==> config.mk <==
export PLATFORM = sky130hd
export DESIGN_NAME = tws_slave_rx
export DESIGN_NICKNAME = d
export VERILOG_FILES = /design/src/core/tws_pkg.sv /design/src/core/tws_sampler.sv /design/src/core/tws_slave_rx.sv
export VERILOG_INCLUDE_DIRS = /design/src /design/src/core
export SDC_FILE = /design/constraint.sdc
export NUM_CORES = 1
export LEC_CHECK = 0
export CAP_MARGIN = 5
export CORE_MARGIN = 2
export CORE_UTILIZATION = 45
export DETAILED_ROUTE_END_ITERATION = 7
export DONT_BUFFER_PORTS = 1
export GPL_ROUTABILITY_DRIVEN = 0
export HOLD_SLACK_MARGIN = 0.06
export PLACE_DENSITY = 0.64
export RECOVER_POWER = 100
export SYNTH_ARGS = -nofsm -noshare
export SYNTH_HDL_FRONTEND = slang
export SYNTH_SLANG_ARGS = --single-unit
export TNS_END_PERCENT = 30
==> constraint.sdc <==
create_clock -name clock_i -period 3.19 [get_ports clock_i]
set_input_delay 0.4785 -clock clock_i [delete_from_list [all_inputs] [get_ports clock_i]]
set_output_delay 0.4785 -clock clock_i [all_outputs]
set_load 0.02 [all_outputs]
==> src/core/tws_defs.svh <==
// register offsets, field positions, reset values and status codes of the receiver
`ifndef TWS_DEFS_SVH
`define TWS_DEFS_SVH
`define TWS_ADDR_W      2
`define TWS_OFS_CTRL    2'h0
`define TWS_OFS_STAT    2'h1
`define TWS_OFS_OWN     2'h2
`define TWS_OFS_DATA    2'h3
`define TWS_B_IRQ       7
`define TWS_B_ACK       6
`define TWS_B_BEGIN     5
`define TWS_B_HALT      4
`define TWS_B_WCOL      3
`define TWS_B_EN        2
`define TWS_B_IRQEN     0
`define TWS_BITS_BYTE   4'h8
`define TWS_RST_BYTE    8'h00
`define TWS_ST_IDLE     8'hf8
`define TWS_ST_OWN      8'h60
`define TWS_ST_OWN_ARB  8'h68
`define TWS_ST_GC       8'h70
`define TWS_ST_GC_ARB   8'h78
`define TWS_ST_D_ACK    8'h80
`define TWS_ST_D_NACK   8'h88
`define TWS_ST_GD_ACK   8'h90
`define TWS_ST_GD_NACK  8'h98
`define TWS_ST_STOP     8'ha0
`endif

==> src/core/tws_pkg.sv <==
// types shared by the two-wire slave receiver modules
package tws_pkg;
   // receiver states, one-hot
   typedef enum logic [6:0] {
      TWS_S_IDLE = 7'h01,
      TWS_S_ADDR = 7'h02,
      TWS_S_AACK = 7'h04,
      TWS_S_DATA = 7'h08,
      TWS_S_DACK = 7'h10,
      TWS_S_WAIT = 7'h20,
      TWS_S_SKIP = 7'h40
   } tws_state_t;

   // line sampler state
   typedef struct packed {
      logic [1:0] meta;     // first stage, scl then sda
      logic [1:0] sync;     // second stage
      logic [1:0] prev;     // previous synced value
   } tws_smp_t;

   // receiver state
   typedef struct packed {
      tws_state_t state;
      logic [3:0] bits;       // bits shifted in this byte
      logic [7:0] shift;      // incoming byte
      logic       irq_flag;
      logic       ack_enable;
      logic       begin_request;
      logic       halt_request;
      logic       write_collision_flag;
      logic       iface_enable;
      logic       irq_enable;
      logic [7:0] code;       // status code
      logic [1:0] presc;      // prescaler bits of the status register
      logic [7:0] own_addr;
      logic [7:0] data;
      logic       gc;         // addressed by general call
      logic       arb;        // addressed after lost arbitration
      logic       resume;     // after flag clear, receive another byte
      logic       start_pend;
      logic       start_go;
      logic       busy;
      logic       wake;
      logic       tx_mode;
      logic       sda_oe_n;
      logic       scl_oe_n;
      logic       low;        // constant pin level for open drain
      logic [7:0] rdata;
   } tws_regs_t;
endpackage

==> src/core/tws_sampler.sv <==
// two-flop synchroniser and edge / start / stop detection for the bus lines
`timescale 1ns/1ps
`default_nettype none
module tws_sampler (
   input  wire logic clock_i,
   input  wire logic rst_i,
   input  wire logic scl_i,
   input  wire logic sda_i,
   output logic      scl_rise_o,
   output logic      scl_fall_o,
   output logic      start_o,
   output logic      stop_o,
   output logic      sda_lvl_o
);
   tws_pkg::tws_smp_t s_reg;   // all sampler state
   tws_pkg::tws_smp_t s_next;

   // next-state: the first stage is read only by the second stage
   always_comb begin
      s_next      = s_reg;
      s_next.meta = {scl_i, sda_i};
      s_next.sync = s_reg.meta;
      s_next.prev = s_reg.sync;
   end

   // registers; idle bus is both lines high
   always_ff @(posedge clock_i) begin
      if (rst_i) begin
         s_reg <= '{meta: 2'h3, sync: 2'h3, prev: 2'h3};
      end else begin
         s_reg <= s_next;
      end
   end

   // edges decoded straight off the synced pair: a registered stage here
   // would push the ack drive up against the master's next clock rise
   assign scl_rise_o = s_reg.sync[1] & ~s_reg.prev[1];
   assign scl_fall_o = ~s_reg.sync[1] & s_reg.prev[1];
   // sda moving while scl stays high marks a start or stop
   assign start_o    = s_reg.sync[1] & s_reg.prev[1] & ~s_reg.sync[0] & s_reg.prev[0];
   assign stop_o     = s_reg.sync[1] & s_reg.prev[1] & s_reg.sync[0] & ~s_reg.prev[0];
   assign sda_lvl_o  = s_reg.sync[0];
endmodule
`default_nettype wire

==> src/core/tws_slave_rx.sv <==
// two-wire slave receiver: address match, byte reception, status codes, wake-up
//
// Contract
// RQ1: software enables interface and ack, clears begin/halt
// RQ2: acknowledge own or general call only with ack
// RQ3: write direction bit selects receive, else transmit
// RQ4: own address plus write sets flag and status
// RQ5: lost arbitration then addressed reports 0x68/0x78
// RQ6: ack cleared gives nack after next byte
// RQ7: ack clear ignores address, keeps monitoring bus
// RQ8: deep sleep still acknowledges address, wakes part
// RQ9: hold clock low through wake until clear
// RQ10: data register unreliable after sleep wake-up
// RQ11: flag cleared by writing one; resume after
// RQ12: own address acknowledged reports 0x60 or 0x68
// RQ13: general call acknowledged reports 0x70 or 0x78
// RQ14: clear flag, next byte acked per ack enable
// RQ15: acked own data reports 0x80, byte readable
// RQ16: nacked data reports 0x88, not addressed
// RQ17: begin request at 0x88 starts when free
// RQ18: status codes read with prescaler bits masked
// RQ19: own address upper seven, bit zero general call
// RQ20: general call data reports 0x90 or 0x98
// RQ21: stop or repeated start addressed gives 0xa0
// RQ22: msb first, clock stretched while flag pending; the 0xa0 flag is set with no stretch
`include "tws_defs.svh"
`timescale 1ns/1ps
`default_nettype none
module tws_slave_rx (
   input  wire logic                   clock_i,
   input  wire logic                   rst_i,
   // register port
   input  wire logic [`TWS_ADDR_W-1:0] addr_i,
   input  wire logic [7:0]             wdata_i,
   input  wire logic                   wr_i,
   input  wire logic                   rd_i,
   output logic      [7:0]             rdata_o,
   // bus pins, open drain, enable low while driving
   input  wire logic                   scl_i,
   output logic                        scl_o,
   output logic                        scl_oe_n_o,
   input  wire logic                   sda_i,
   output logic                        sda_o,
   output logic                        sda_oe_n_o,
   // system side
   input  wire logic                   arb_lost_i,
   input  wire logic                   sleep_i,
   output logic                        wake_o,
   output logic                        tx_mode_o,
   output logic                        start_go_o
);
   tws_pkg::tws_regs_t r_reg;    // all receiver state
   tws_pkg::tws_regs_t r_next;
   logic               scl_rise; // synced scl rising edge
   logic               scl_fall; // synced scl falling edge
   logic               start_det;
   logic               stop_det;
   logic               sda_lvl;  // synced data level

   // line sampler; its edges lag the pins by one to two clocks
   tws_sampler u_smp (
      .clock_i    (clock_i),
      .rst_i      (rst_i),
      .scl_i      (scl_i),
      .sda_i      (sda_i),
      .scl_rise_o (scl_rise),
      .scl_fall_o (scl_fall),
      .start_o    (start_det),
      .stop_o     (stop_det),
      .sda_lvl_o  (sda_lvl)
   );

   // address decision: 1 own match, 2 general call, 0 none
   function automatic logic [1:0] addr_hit(input logic [7:0] rx, input logic [7:0] own);
      logic [1:0] hit;
      hit = 2'h0;
      if (rx[7:1] == own[7:1]) begin
         hit = 2'h1;
      end else if (rx[7:1] == 7'h00 && own[0]) begin // RQ19
         hit = 2'h2;
      end
      return hit;
   endfunction

   // status code for an accepted address
   function automatic logic [7:0] addr_code(input logic gc, input logic arb);
      logic [7:0] c;
      if (gc) begin
         c = arb ? `TWS_ST_GC_ARB : `TWS_ST_GC; // RQ13 RQ5
      end else begin
         c = arb ? `TWS_ST_OWN_ARB : `TWS_ST_OWN; // RQ12 RQ5
      end
      return c;
   endfunction

   // status code for a received data byte
   function automatic logic [7:0] data_code(input logic gc, input logic ack);
      logic [7:0] c;
      if (gc) begin
         c = ack ? `TWS_ST_GD_ACK : `TWS_ST_GD_NACK; // RQ20
      end else begin
         c = ack ? `TWS_ST_D_ACK : `TWS_ST_D_NACK; // RQ15 RQ16
      end
      return c;
   endfunction

   // next-state logic
   always_comb begin
      logic       clr;
      logic [1:0] hit;
      r_next          = r_reg;
      r_next.start_go = 1'b0;
      clr             = 1'b0;
      hit             = addr_hit(r_reg.shift, r_reg.own_addr);

      // register writes
      if (wr_i) begin
         unique case (addr_i)
            `TWS_OFS_CTRL: begin
               r_next.ack_enable    = wdata_i[`TWS_B_ACK];
               r_next.begin_request = wdata_i[`TWS_B_BEGIN];
               r_next.halt_request  = wdata_i[`TWS_B_HALT];
               r_next.iface_enable  = wdata_i[`TWS_B_EN];
               r_next.irq_enable    = wdata_i[`TWS_B_IRQEN];
               // writing one clears the flag, a zero leaves it
               clr = wdata_i[`TWS_B_IRQ] & r_reg.irq_flag; // RQ11
               if (clr) begin
                  r_next.irq_flag = 1'b0;
               end
            end
            `TWS_OFS_STAT: begin
               r_next.presc = wdata_i[1:0];
            end
            `TWS_OFS_OWN: begin
               r_next.own_addr = wdata_i;
            end
            `TWS_OFS_DATA: begin
               // the byte may only change while the flag is pending
               if (r_reg.irq_flag) begin
                  r_next.data                 = wdata_i;
                  r_next.write_collision_flag = 1'b0;
               end else begin
                  r_next.write_collision_flag = 1'b1;
               end
            end
         endcase
      end

      // register reads, answered in the next cycle
      if (rd_i) begin
         unique case (addr_i)
            `TWS_OFS_CTRL: r_next.rdata = {r_reg.irq_flag, r_reg.ack_enable,
                                           r_reg.begin_request, r_reg.halt_request,
                                           r_reg.write_collision_flag, r_reg.iface_enable,
                                           1'b0, r_reg.irq_enable};
            // code in the upper five bits, prescaler bits below
            `TWS_OFS_STAT: r_next.rdata = {r_reg.code[7:3], 1'b0, r_reg.presc}; // RQ18
            `TWS_OFS_OWN:  r_next.rdata = r_reg.own_addr;
            `TWS_OFS_DATA: r_next.rdata = r_reg.data;
         endcase
      end

      // bus busy between start and stop
      if (start_det) begin
         r_next.busy = 1'b1;
      end else if (stop_det) begin
         r_next.busy = 1'b0;
      end

      // pending start is handed to the master logic once the bus is free
      if (r_reg.start_pend && !r_reg.busy && !start_det) begin // RQ17
         r_next.start_go      = 1'b1;
         r_next.start_pend    = 1'b0;
         r_next.begin_request = 1'b0;
      end

      // wake request drops once the part runs again
      if (!sleep_i) begin
         r_next.wake = 1'b0;
      end

      // receiver sequence; hardware flag sets come after the clear so set wins
      unique case (r_reg.state)
         tws_pkg::TWS_S_IDLE: begin
            // not addressed, still watching for a start
            if (start_det && r_reg.iface_enable) begin
               r_next.state   = tws_pkg::TWS_S_ADDR;
               r_next.bits    = 4'h0;
               r_next.tx_mode = 1'b0;
            end
            // clear after 0xa0 may request a start
            if (clr && r_reg.code == `TWS_ST_STOP && r_next.begin_request) begin
               r_next.start_pend = 1'b1; // RQ17
            end
         end

         // address byte and direction bit, msb first
         tws_pkg::TWS_S_ADDR: begin
            if (stop_det) begin
               r_next.state = tws_pkg::TWS_S_IDLE;
            end else if (start_det) begin
               r_next.bits = 4'h0;
            end else if (scl_rise && r_reg.bits != `TWS_BITS_BYTE) begin
               r_next.shift = {r_reg.shift[6:0], sda_lvl}; // RQ22
               r_next.bits  = r_reg.bits + 4'h1;
            end else if (scl_fall && r_reg.bits == `TWS_BITS_BYTE) begin
               // with ack off the bus is watched, never answered
               if (hit != 2'h0 && r_reg.ack_enable) begin // RQ2 RQ7
                  // pull data low through the ninth clock
                  r_next.sda_oe_n = 1'b0;
                  r_next.state    = tws_pkg::TWS_S_AACK;
                  r_next.gc       = (hit == 2'h2);
                  r_next.arb      = arb_lost_i; // RQ5
                  // read direction belongs to the transmitter side
                  r_next.tx_mode  = r_reg.shift[0]; // RQ3
                  // the match itself wakes a sleeping part
                  if (sleep_i) begin
                     r_next.wake = 1'b1; // RQ8
                  end
               end else begin
                  // foreign address, or any address with ack off: sit out the frame
                  r_next.state = tws_pkg::TWS_S_SKIP;
               end
            end
         end

         // own or general call address acknowledged, wait for the ninth falling edge
         tws_pkg::TWS_S_AACK: begin
            if (scl_fall) begin
               // ack dropped while the clock is low
               r_next.sda_oe_n = 1'b1;
               r_next.bits     = 4'h0;
               if (r_reg.tx_mode) begin
                  // sending is not done here; only watch the bus
                  r_next.state = tws_pkg::TWS_S_SKIP;
               end else begin
                  // flag and status; clock held until software clears
                  r_next.irq_flag = 1'b1; // RQ4
                  r_next.code     = addr_code(r_reg.gc, r_reg.arb); // RQ12 RQ13
                  r_next.scl_oe_n = 1'b0; // RQ9
                  r_next.resume   = 1'b1;
                  r_next.state    = tws_pkg::TWS_S_WAIT;
               end
            end
         end

         // addressed, shifting a data byte
         tws_pkg::TWS_S_DATA: begin
            if (stop_det || start_det) begin
               // end of frame while addressed; no stretch, the bus is done
               r_next.irq_flag = 1'b1; // RQ21
               r_next.code     = `TWS_ST_STOP;
               r_next.bits     = 4'h0;
               if (start_det) begin
                  // repeated start: a new address follows at once
                  r_next.state = tws_pkg::TWS_S_ADDR;
               end else begin
                  r_next.state = tws_pkg::TWS_S_IDLE;
               end
            end else if (scl_rise && r_reg.bits != `TWS_BITS_BYTE) begin
               r_next.shift = {r_reg.shift[6:0], sda_lvl}; // RQ22
               r_next.bits  = r_reg.bits + 4'h1;
            end else if (scl_fall && r_reg.bits == `TWS_BITS_BYTE) begin
               // answer follows the enable bit as it stands at byte end
               r_next.sda_oe_n = ~r_reg.ack_enable; // RQ6 RQ14
               r_next.resume   = r_reg.ack_enable;
               r_next.state    = tws_pkg::TWS_S_DACK;
            end
         end

         // answer bit on the line, wait for the ninth falling edge
         tws_pkg::TWS_S_DACK: begin
            if (scl_fall) begin
               r_next.sda_oe_n = 1'b1;
               r_next.bits     = 4'h0;
               r_next.irq_flag = 1'b1;
               r_next.scl_oe_n = 1'b0; // RQ22
               // kept after a wake too, but software must not trust it then
               r_next.data     = r_reg.shift; // RQ15 RQ10
               r_next.code     = data_code(r_reg.gc, r_reg.resume); // RQ16 RQ20
               r_next.state    = tws_pkg::TWS_S_WAIT;
            end
         end

         // flag pending, clock stretched
         tws_pkg::TWS_S_WAIT: begin
            if (clr) begin
               // the clearing write alone lets the bus go on
               r_next.scl_oe_n = 1'b1; // RQ11
               r_next.bits     = 4'h0;
               if (r_reg.resume) begin
                  r_next.state = tws_pkg::TWS_S_DATA; // RQ14
               end else begin
                  // refused byte: not addressed until the next start
                  r_next.state = tws_pkg::TWS_S_SKIP; // RQ16
                  if (r_next.begin_request) begin
                     r_next.start_pend = 1'b1; // RQ17
                  end
               end
            end
         end

         // not addressed in this frame
         tws_pkg::TWS_S_SKIP: begin
            if (stop_det) begin
               r_next.state = tws_pkg::TWS_S_IDLE;
            end else if (start_det) begin
               r_next.state   = tws_pkg::TWS_S_ADDR;
               r_next.bits    = 4'h0;
               r_next.tx_mode = 1'b0;
            end
         end

         // broken one-hot code: back to not addressed, lines released
         default: begin
            r_next.state    = tws_pkg::TWS_S_IDLE;
            r_next.sda_oe_n = 1'b1;
            r_next.scl_oe_n = 1'b1;
         end
      endcase
   end

   // state register; reset releases both lines and shows the idle code
   always_ff @(posedge clock_i) begin
      if (rst_i) begin
         r_reg <= '{state:    tws_pkg::TWS_S_IDLE,
                    code:     `TWS_ST_IDLE,
                    own_addr: `TWS_RST_BYTE,
                    sda_oe_n: 1'b1,
                    scl_oe_n: 1'b1,
                    default:  '0};
      end else begin
         r_reg <= r_next;
      end
   end

   // every output comes straight from a state field
   assign rdata_o    = r_reg.rdata;
   // the pin drivers only ever pull low; the enables decide
   assign scl_o      = r_reg.low; // RQ9
   assign scl_oe_n_o = r_reg.scl_oe_n; // RQ22
   assign sda_o      = r_reg.low; // RQ6
   assign sda_oe_n_o = r_reg.sda_oe_n;
   assign wake_o     = r_reg.wake; // RQ8
   assign tx_mode_o  = r_reg.tx_mode; // RQ3
   assign start_go_o = r_reg.start_go; // RQ17
endmodule
`default_nettype wire

# Yosys cells after proc, flatten, opt, wreduce, memory -nomap -nowiden
# Cells that the tools add are included.
[totals]
reg_bits = 76
input_bits = 18
output_inout_bits = 15
word_cells = 214
[classes]
n_addsub = 1
n_eq_ne = 37
mux = 94
bitwise_logic = 18
n_reduce_logical = 36
[op_table]
columns = ["op", "count"]
rows = [
  ["8-bit 2-to-1 mux", 11],
  ["7-bit 2-to-1 mux", 11],
  ["11-bit 2-to-1 mux", 6],
  ["7-bit one-hot mux with 7 select lines", 1],
  ["1-bit 2-to-1 mux", 32],
  ["2-bit inequality test, second input constant", 16],
  ["8-bit one-hot mux with 4 select lines", 1],
  ["4-bit 2-to-1 mux", 7],
  ["4-bit one-hot mux with 7 select lines", 1],
  ["12-bit 2-to-1 mux", 2],
  ["8-bit one-hot mux with 3 select lines", 1],
  ["3-bit inequality test, second input constant", 6],
  ["8-bit one-hot mux with 2 select lines", 1],
  ["3-bit 2-to-1 mux", 5],
  ["2-bit 2-to-1 mux", 7],
  ["6-bit AND reduction", 2],
  ["11-bit AND reduction", 1],
  ["5-bit 2-to-1 mux", 2],
  ["1-bit NOT", 10],
  ["10-bit AND reduction", 1],
  ["5-bit AND reduction", 2],
  ["1-bit logical AND", 9],
  ["9-bit AND reduction", 1],
  ["1-bit AND", 8],
  ["30 further kinds", 42],
]

# Longest topological paths before layout
# Gate-level depths: netlist of run 1.
[depth]
depth_word = 12
depth_mapped = 9
depth_no_buf = 8

# By module
# From an unflattened synthesis of run 1, not the netlist that was laid out.
[unflattened]
cells_unflattened = 435
hier_area_um2 = 3911.3
[by_module_without_submodules]
columns = ["mod", "instances", "cells_per_inst", "area_per_inst_um2", "seq_area_each_um2"]
rows = [
  ["tws_slave_rx", 1, 419, 3721.1, 1341.3],
  ["tws_sampler", 1, 16, 190.2, 120.1],
]

# Least setup slack after synthesis of run 1
# No wires, ideal clock.
[synth_timing]
path_kind = "in2reg"
startpoint = "input addr_i[1]"
endpoint = "register r_reg[64] (netlist name)"
setup_ps = 134
arrival_ps = 1970
t_required_ps = 3056
setup_slack_ps = 1086
cell_stages = 8
path_buffers = 2
path_cell_list = "buf_6 > nor3b_4 > and3_4 > o21ai_2 > and3b_1 > buf_4 > nor2_2 > or4_1"
[synth_between]
elab_chain_len = 5
[synth_lines]
columns = ["element", "line_no", "text"]
rows = [
  ["start: declaration", "tws_slave_rx.sv:33", "input wire logic [`TWS_ADDR_W-1:0] addr_i,"],
  ["2-bit logical NOT", "tws_slave_rx.sv:118", "unique case (addr_i)"],
  ["1-bit 2-to-1 mux", "tws_slave_rx.sv:118", ""],
  ["1-bit 2-to-1 mux", "tws_slave_rx.sv:117", "if (wr_i) begin"],
  ["2-bit inequality test (no line)", "--", ""],
  ["10-bit AND reduction (no line)", "--", ""],
  ["end signal: assignment", "tws_slave_rx.sv:326", "r_reg <= '{state: tws_pkg::TWS_S_IDLE,"],
  ["end signal: assignment", "tws_slave_rx.sv:333", "r_reg <= r_next;"],
  ["end: declaration", "tws_slave_rx.sv:52", "tws_pkg::tws_regs_t r_reg;"],
]
# Every way passes these cells.
# A chain may end at the register's enable or synchronous reset.

# Final worst setup path of run 1
[layout_timing]
startpoint = "register r_reg[60] (netlist name)"
endpoint = "register r_reg[57] (netlist name)"
[layout_between]
elab_chain_len = 6
elab_cells_between_ends = 7
cone_classes = "1 x eq/ne; 5 x mux; 1 x reduce/logical"
[layout_lines]
columns = ["element"]
rows = [
  ["4-bit inequality test (no line) (*)"],
  ["1-bit logical AND (no line) (*)"],
  ["12-bit 2-to-1 mux (*)"],
  ["8-bit 2-to-1 mux"],
  ["12-bit 2-to-1 mux"],
  ["8-bit one-hot mux with 2 select lines (*)"],
]
# Every way passes the cells marked *; elsewhere a longest branch is shown, timed or not. The select of a mux whose other input is x is not followed.

==> results.md, run 1 <==
* WL final at ~9 mm
* CTS Root Cell: clkbuf_8
* Critical path's slowest cell: nor3b_1
* Post-placement cell area at approximately 0.0037 sq mm
* Crit-path cells: inv_1 -> ha_1 -> and3b_1 -> nor3b_1 -> o211ai_2 -> mux2i_1 -> nor2_1
* Worst path bufs/invs at 1
* Max-slew violations at 0
* Crit path max fanout at 8
* Clk buf depth at 2
* Asr flop ratio synth at 0
* Max IR drop VDD at about 290 uV
* CTS tree: yes
* WP data required at between 3000 and 4000 ps
* Largest net degree at the start of global routing at between 70 and 80
* Hold path depth at 1
* RR Startpoint: r_reg[60]
* Fillers at slightly above 800
* Ys Warns at 0
* Critical path class: register to register
* Global-route wire length before repair at roughly 14 mm
* Placed Cells at about 490
* Area Overhead vs Synth at 3.276%
* # rows at 33
* Mean post-synth cell area at ~9 sq um
* CORE AREA at approximately 0.0082 sq mm
* Drt first-iter violations at ~260
* Worst-Margin Slew at about 930 ps
* Register area at around 0.0015 sq mm
* Cell Pwr Density at 556.0 mW/mm^2
* Post-synth EDFFs at 0
* Max-cap violations at 0
* Total negative slack at 0 ps
* Final-report hold violation count at 0
* Mapped Area at roughly 0.0038 sq mm
* Layout cells sized above 1 at 0.07901
* Family with the most delay on the worst path: simple AND/OR/NAND/NOR gates
* Distinct cells, synth at 56
* Clk sinks at 73
* Post-route minimum period at around 2600 ps
* Finished Layout Cells at a little over 500
* Fmax at 390.8 MHz
* H-tree depth at 3
* Vias in the first global route at 2,765
* Die height at about 96 um
* WL/cell at about 17 um
* Min-delay src: rst_i
* Worst slack at placement at between 800 and 900 ps
* Total CTS buffers at 9
* Final setup margin at around 630 ps
* Die area at 0.009152 sq mm
* Leak at around 1.6 nW
* R2R setup slack at between 600 and 700 ps
* Initial antenna violation count at 0
* CP max stage delay at around 760 ps
* Total setup buffers inserted after CTS at 0
* ANT cells at 0
* Most frequent cell after synthesis: dfxtp_1
* Yosys top cell area share at 0.3865
* CTS resizes at 0
* Finished Cell Area at slightly below 0.004 sq mm
* Overall power at roughly 2.2 mW
* Worst rel slew slack at 0.3760
* Top cells by count, synth: dfxtp_1, nor2_1, mux2i_1
* Global route overflow at 0
* R2R cell count at 7
* Hold-fix buffers at CTS at 0
* Worst clock skew at slightly below 8 ps
* Outcome: completed
* Detailed Place HPWL at 6.167 mm
* Hold EP: r_reg[66]
* Final setup viols at 0
* Top FF cell, synth: dfxtp_1
* Post-synthesis sequential area ratio at 0.3865
* DR vias/cell at between 5 and 6
* HP Class: primary input to register
* Number of remaining DRC errors at 0
* Worst skew pair latency at between 300 and 400 ps
* Mapped Cells at about 420
* Final Cycle Share at 0.8021
* RSZ-0062 raised after global routing: no
* Fin nets at 420
* Chip width at 95.67 um
* Worst R2R End: r_reg[57]
* Routed Antenna Nets at 0
* Global Route Usage Sum at 0.2042
* Top post-synthesis cells by area: dfxtp_1, mux2i_1, nor2_1, a21oi_1, a211oi_1
* PortBufs at 0
* Worst setup SP type: register
* Num ports at 33
* Starting density of the core at 0.4625
* Yosys top cell by area: dfxtp_1
* Area of the multi-input gates at 0.002066 sq mm
* Clk pin slew, worst setup/hold paths at approximately 80 ps
* Register bit total from synthesis at 73
* Critical path arrival at roughly 2800 ps
* Routed vias at just over 3,000
* Max reg flops at between 50 and 60
* Drt pass-1 iters at 7
* Crit end category: register
## worst reg2reg max path: stages, from the launching register on
cell and delay, ps:
dfxtp_1 410, inv_1 80, ha_1 210, and3b_1 190, nor3b_1 760, o211ai_2 480, mux2i_1 280, nor2_1 50
## routing by layer
| metal | up-vias | wire length (um) | track usage |
|---|---|---|---|
| met5 | - | 0 | 0 |
| met4 | 0 | 213 | 0.06905 |
| met3 | 20 | 592 | 0.06561 |
| met2 | 104 | 3862 | 0.2931 |
| met1 | 1439 | 4217 | 0.2875 |
| li1 | 1474 | - | - |
## kinds of logic (layout without fill, tap and decap cells)
| group | Yosys count | after routing | synth area share |
|---|---|---|---|
| mux | 49 | 49 | 0.1516 |
| other cells | 1 | 2 | 0.0009918 |
| buf+inv | 45 | 27 | 0.05989 |
| compound gates | 76 | 76 | 0.1277 |
| xor+xnor | 10 | 10 | 0.02317 |
| flops | 73 | 73 | 0.3865 |
| fa+ha+maj | 2 | 2 | 0.006617 |
| simple gates | 166 | 166 | 0.2435 |
## worst max path at each step
stage | from | to | slack [ps] | cells past startpoint
floorplan | addr_i[1] | r_reg[64] | 1090 | 8
global placement | r_reg[67] | r_reg[40] | 1010 | 6
detailed placement | r_reg[64] | r_reg[63] | 880 | 6
CTS | r_reg[64] | r_reg[62] | 860 | 6
global route | r_reg[64] | r_reg[61] | 340 | 5
finish | r_reg[60] | r_reg[57] | 630 | 7
## report_power, final
| part | switching, mW | leakage, nW | total [mW] | internal [mW] |
|---|---|---|---|---|
| clock network | 0.349 | 0.109 | 0.751 | 0.401 |
| registers | 0.0697 | 0.592 | 1.02 | 0.945 |
| logic | 0.241 | 0.914 | 0.406 | 0.165 |
## final cells by class
type                    count  area share
clock buffers              11     0.03877
flip-flops and latches     73      0.3742
multi-input cells         305      0.5290
inverters                  10    0.009612
clock inverters             5     0.01378
repair buffers              1   0.0009612
well taps                 105     0.03364
## placed cells by master, fill, tap and decap left out, types with 3 or more instances in the layout
master,count
a211oi_1,12
a21oi_1,25
and2_1,4
and3_1,4
and4b_1,4
clkbuf_8,11
clkinv_2,3
dfxtp_1,73
inv_1,10
mux2i_1,43
mux4_2,4
nand2_1,15
nand2b_1,6
nand3_1,11
nand3b_1,3
nand4_1,6
nand4b_1,6
nor2_1,57
nor2b_1,7
nor3_1,15
nor4_1,3
nor4b_1,3
o21ai_0,16
o22ai_1,3
o31ai_1,5
or2_2,7
or3_1,3
xnor2_1,7
xor2_1,3
## per-stage QoR
stage	hold WS, ps	utilization
3_5_place_dp	394.5	0.4568
3_3_place_gp	395.4	0.4568
4_1_cts	176.9	0.4819
6_report	193.2	0.4777
5_1_grt	175.9	0.4777
2_1_floorplan	389.5	-
Power figures use the tool's default switching activity.
==> run 2: changes to the inputs <==
==> constraint.sdc (replaced) <==
create_clock -name clock_i -period 2.6 [get_ports clock_i]
set_input_delay 0.39 -clock clock_i [delete_from_list [all_inputs] [get_ports clock_i]]
set_output_delay 0.39 -clock clock_i [all_outputs]
set_load 0.02 [all_outputs]
==> run 2 against run 1 <==
Effect of this change: via count up 0.46%; clock power up 6.4%; critical path depth down 1; wire length down 0.73%; sequential power up 22%; sequential share of layout area up 0.17 points; largest cell class unchanged.
==> results.md, run 2 (same netlist as run 1, synthesis figures left out) <==
* Outcome: completed
* Largest net degree at the start of global routing at 74 (unchanged)
* Drt pass-1 iters at 5 (-2)
* ANT cells at 0 (unchanged)
* Worst skew pair latency at 350 ps (about the same)
* WL final at 8.820 mm (-0.73%)
* Worst setup SP type: register
* Number of remaining DRC errors at 0 (unchanged)
* DR vias/cell at 5.982 (+0.46%)
* Total CTS buffers at 9 (unchanged)
* H-tree depth at 3 (unchanged)
* Die area at 0.009152 sq mm (unchanged)
* # rows at 33 (unchanged)
* Total negative slack at 0 ps (unchanged)
* Fmax at 419.6 MHz (+7.4%)
* CTS tree: yes
* Fillers at 767 (-5.9%)
* Layout cells sized above 1 at 0.08395 (+0.004938)
* Worst slack at placement at 322.4 ps (-557.4 ps)
* Hold-fix buffers at CTS at 0 (unchanged)
* Final setup viols at 0 (unchanged)
* Die height at 95.67 um (unchanged)
* Vias in the first global route at 2,761 (-0.14%)
* WL/cell at 17.29 um (-0.73%)
* Clk sinks at 73 (unchanged)
* Clk buf depth at 2 (unchanged)
* Global Route Usage Sum at 0.2057 (+0.001535)
* Routed vias at 3,051 (+0.46%)
* CTS Root Cell: clkbuf_8
* Final setup margin at 216.7 ps (-414.6 ps)
* Drt first-iter violations at 364 (+39%)
* Worst-Margin Slew at 631.9 ps (-302.0 ps)
* Critical path class: register to register
* Commonest non-fill, non-tap cell in the layout: dfxtp_1
* Routed Antenna Nets at 0 (unchanged)
* Met2 wire length at 3.887 mm (+0.65%)
* Crit end category: register
* Final hold slack at 108.2 ps (-85.02 ps)
* Num ports at 33 (unchanged)
* Final Cycle Share at 0.9167 (+0.1145)
* Starting density of the core at 0.4625 (unchanged)
* Global route overflow at 0 (unchanged)
* Final-report hold violation count at 0 (unchanged)
* Total setup buffers inserted after CTS at 0 (unchanged)
* PortBufs at 0 (unchanged)
* Clk pin slew, worst setup/hold paths at 80 ps (about the same)
* Post-route minimum period at 2383 ps (-175.4 ps)
* Critical path arrival at 2620 ps (-180 ps)
* Max-slew violations at 0 (unchanged)
* HP Class: primary input to register
* WP data required at 2840 ps (-590 ps)
* RSZ-0062 raised after global routing: no
* Max IR drop VDD at 255.4 uV (-12%)
* Area Overhead vs Synth at 2.813%
* Cell Pwr Density at 652.8 mW/mm^2 (+17%)
* Initial antenna violation count at 0 (unchanged)
* Placed Cells at 494 (unchanged)
* Routed wl met3 at 582 um (-1.7%)
* CORE AREA at 0.008175 sq mm (unchanged)
* Detailed Place HPWL at 6.131 mm (-0.57%)
* Register area at 0.001461 sq mm (unchanged)
* Crit path max fanout at 14 (+6)
* Post-Route M1 WL at 4.171 mm (-1.1%)
* Fin nets at 420 (unchanged)
* Max-cap violations at 0 (unchanged)
* Worst rel slew slack at 0.5774 (+0.2014)
* Finished Layout Cells at 510 (unchanged)
* Max layer used: met4
* Area of the multi-input gates at 0.002082 sq mm (+0.79%)
* Worst clock skew at 12.03 ps (+4.124 ps)
* Chip width at 95.67 um (unchanged)
* Leak at 1.595 nW (-1.3%)
* Most frequent cells in the layout: dfxtp_1, nor2_1, mux2i_1
* Max reg flops at 54 (unchanged)
* Overall power at 2.538 mW (+17%)
* Global-route wire length before repair at 14.34 mm (+0.24%)
* CTS resizes at 0 (unchanged)
==> run 2: where the power goes <==
group / internal (mW) / switching, mW / leakage (nW) / total (mW)
combinational: 0.203 / 0.293 / 0.917 / 0.495
clock: 0.350 / 0.449 / 0.0866 / 0.799
sequential: 1.16 / 0.0838 / 0.592 / 1.24
total: 1.71 / 0.826 / 1.60 / 2.54
==> run 2: cell type report <==
cell class / count / share of cell area
clock buffers: 10 / 0.03283
clock inverters: 6 / 0.01126
inverters: 10 / 0.009656
multi-input cells: 305 / 0.5356
flip-flops and latches: 73 / 0.3759
well taps: 105 / 0.03379
repair buffers: 1 / 0.0009656
==> run 2: critical path: stages, from the launching register on <==
cell and delay (ps):
dfxtp_1 440, nor2_1 460, nand4b_1 270, o21ai_0 420
and3b_1 330, a32oi_1 280, nor2_1 60
==> run 2: routing by layer <==
metal | up-vias | global-route usage
met1 | 1443 | 0.2960
li1 | 1467 | -
met3 | 19 | 0.05375
met4 | 0 | 0.07857
met2 | 122 | 0.2931
met5 | - | 0
==> run 2: worst paths after layout <==
| path | startpoint | end | slack (ps) | depth (start not counted) |
|---|---|---|---|---|
| setup / recovery | r_reg[64] | r_reg[66] | 220 | 6 |
| hold reg to reg | u_smp.s_next[3] | u_smp.s_next[1] | 410 | 1 |
| hold / removal | rst_i | r_reg[66] | 110 | 1 |
| setup reg to reg | r_reg[64] | r_reg[66] | 220 | 6 |
==> run 2: stage by stage <==
step	cell area, sq um	util
2_1_floorplan	3785	-
3_3_place_gp	3735	0.4568
3_5_place_dp	3735	0.4568
4_1_cts	3906	0.4778
5_1_grt	3887	0.4755
6_report	3887	0.4755
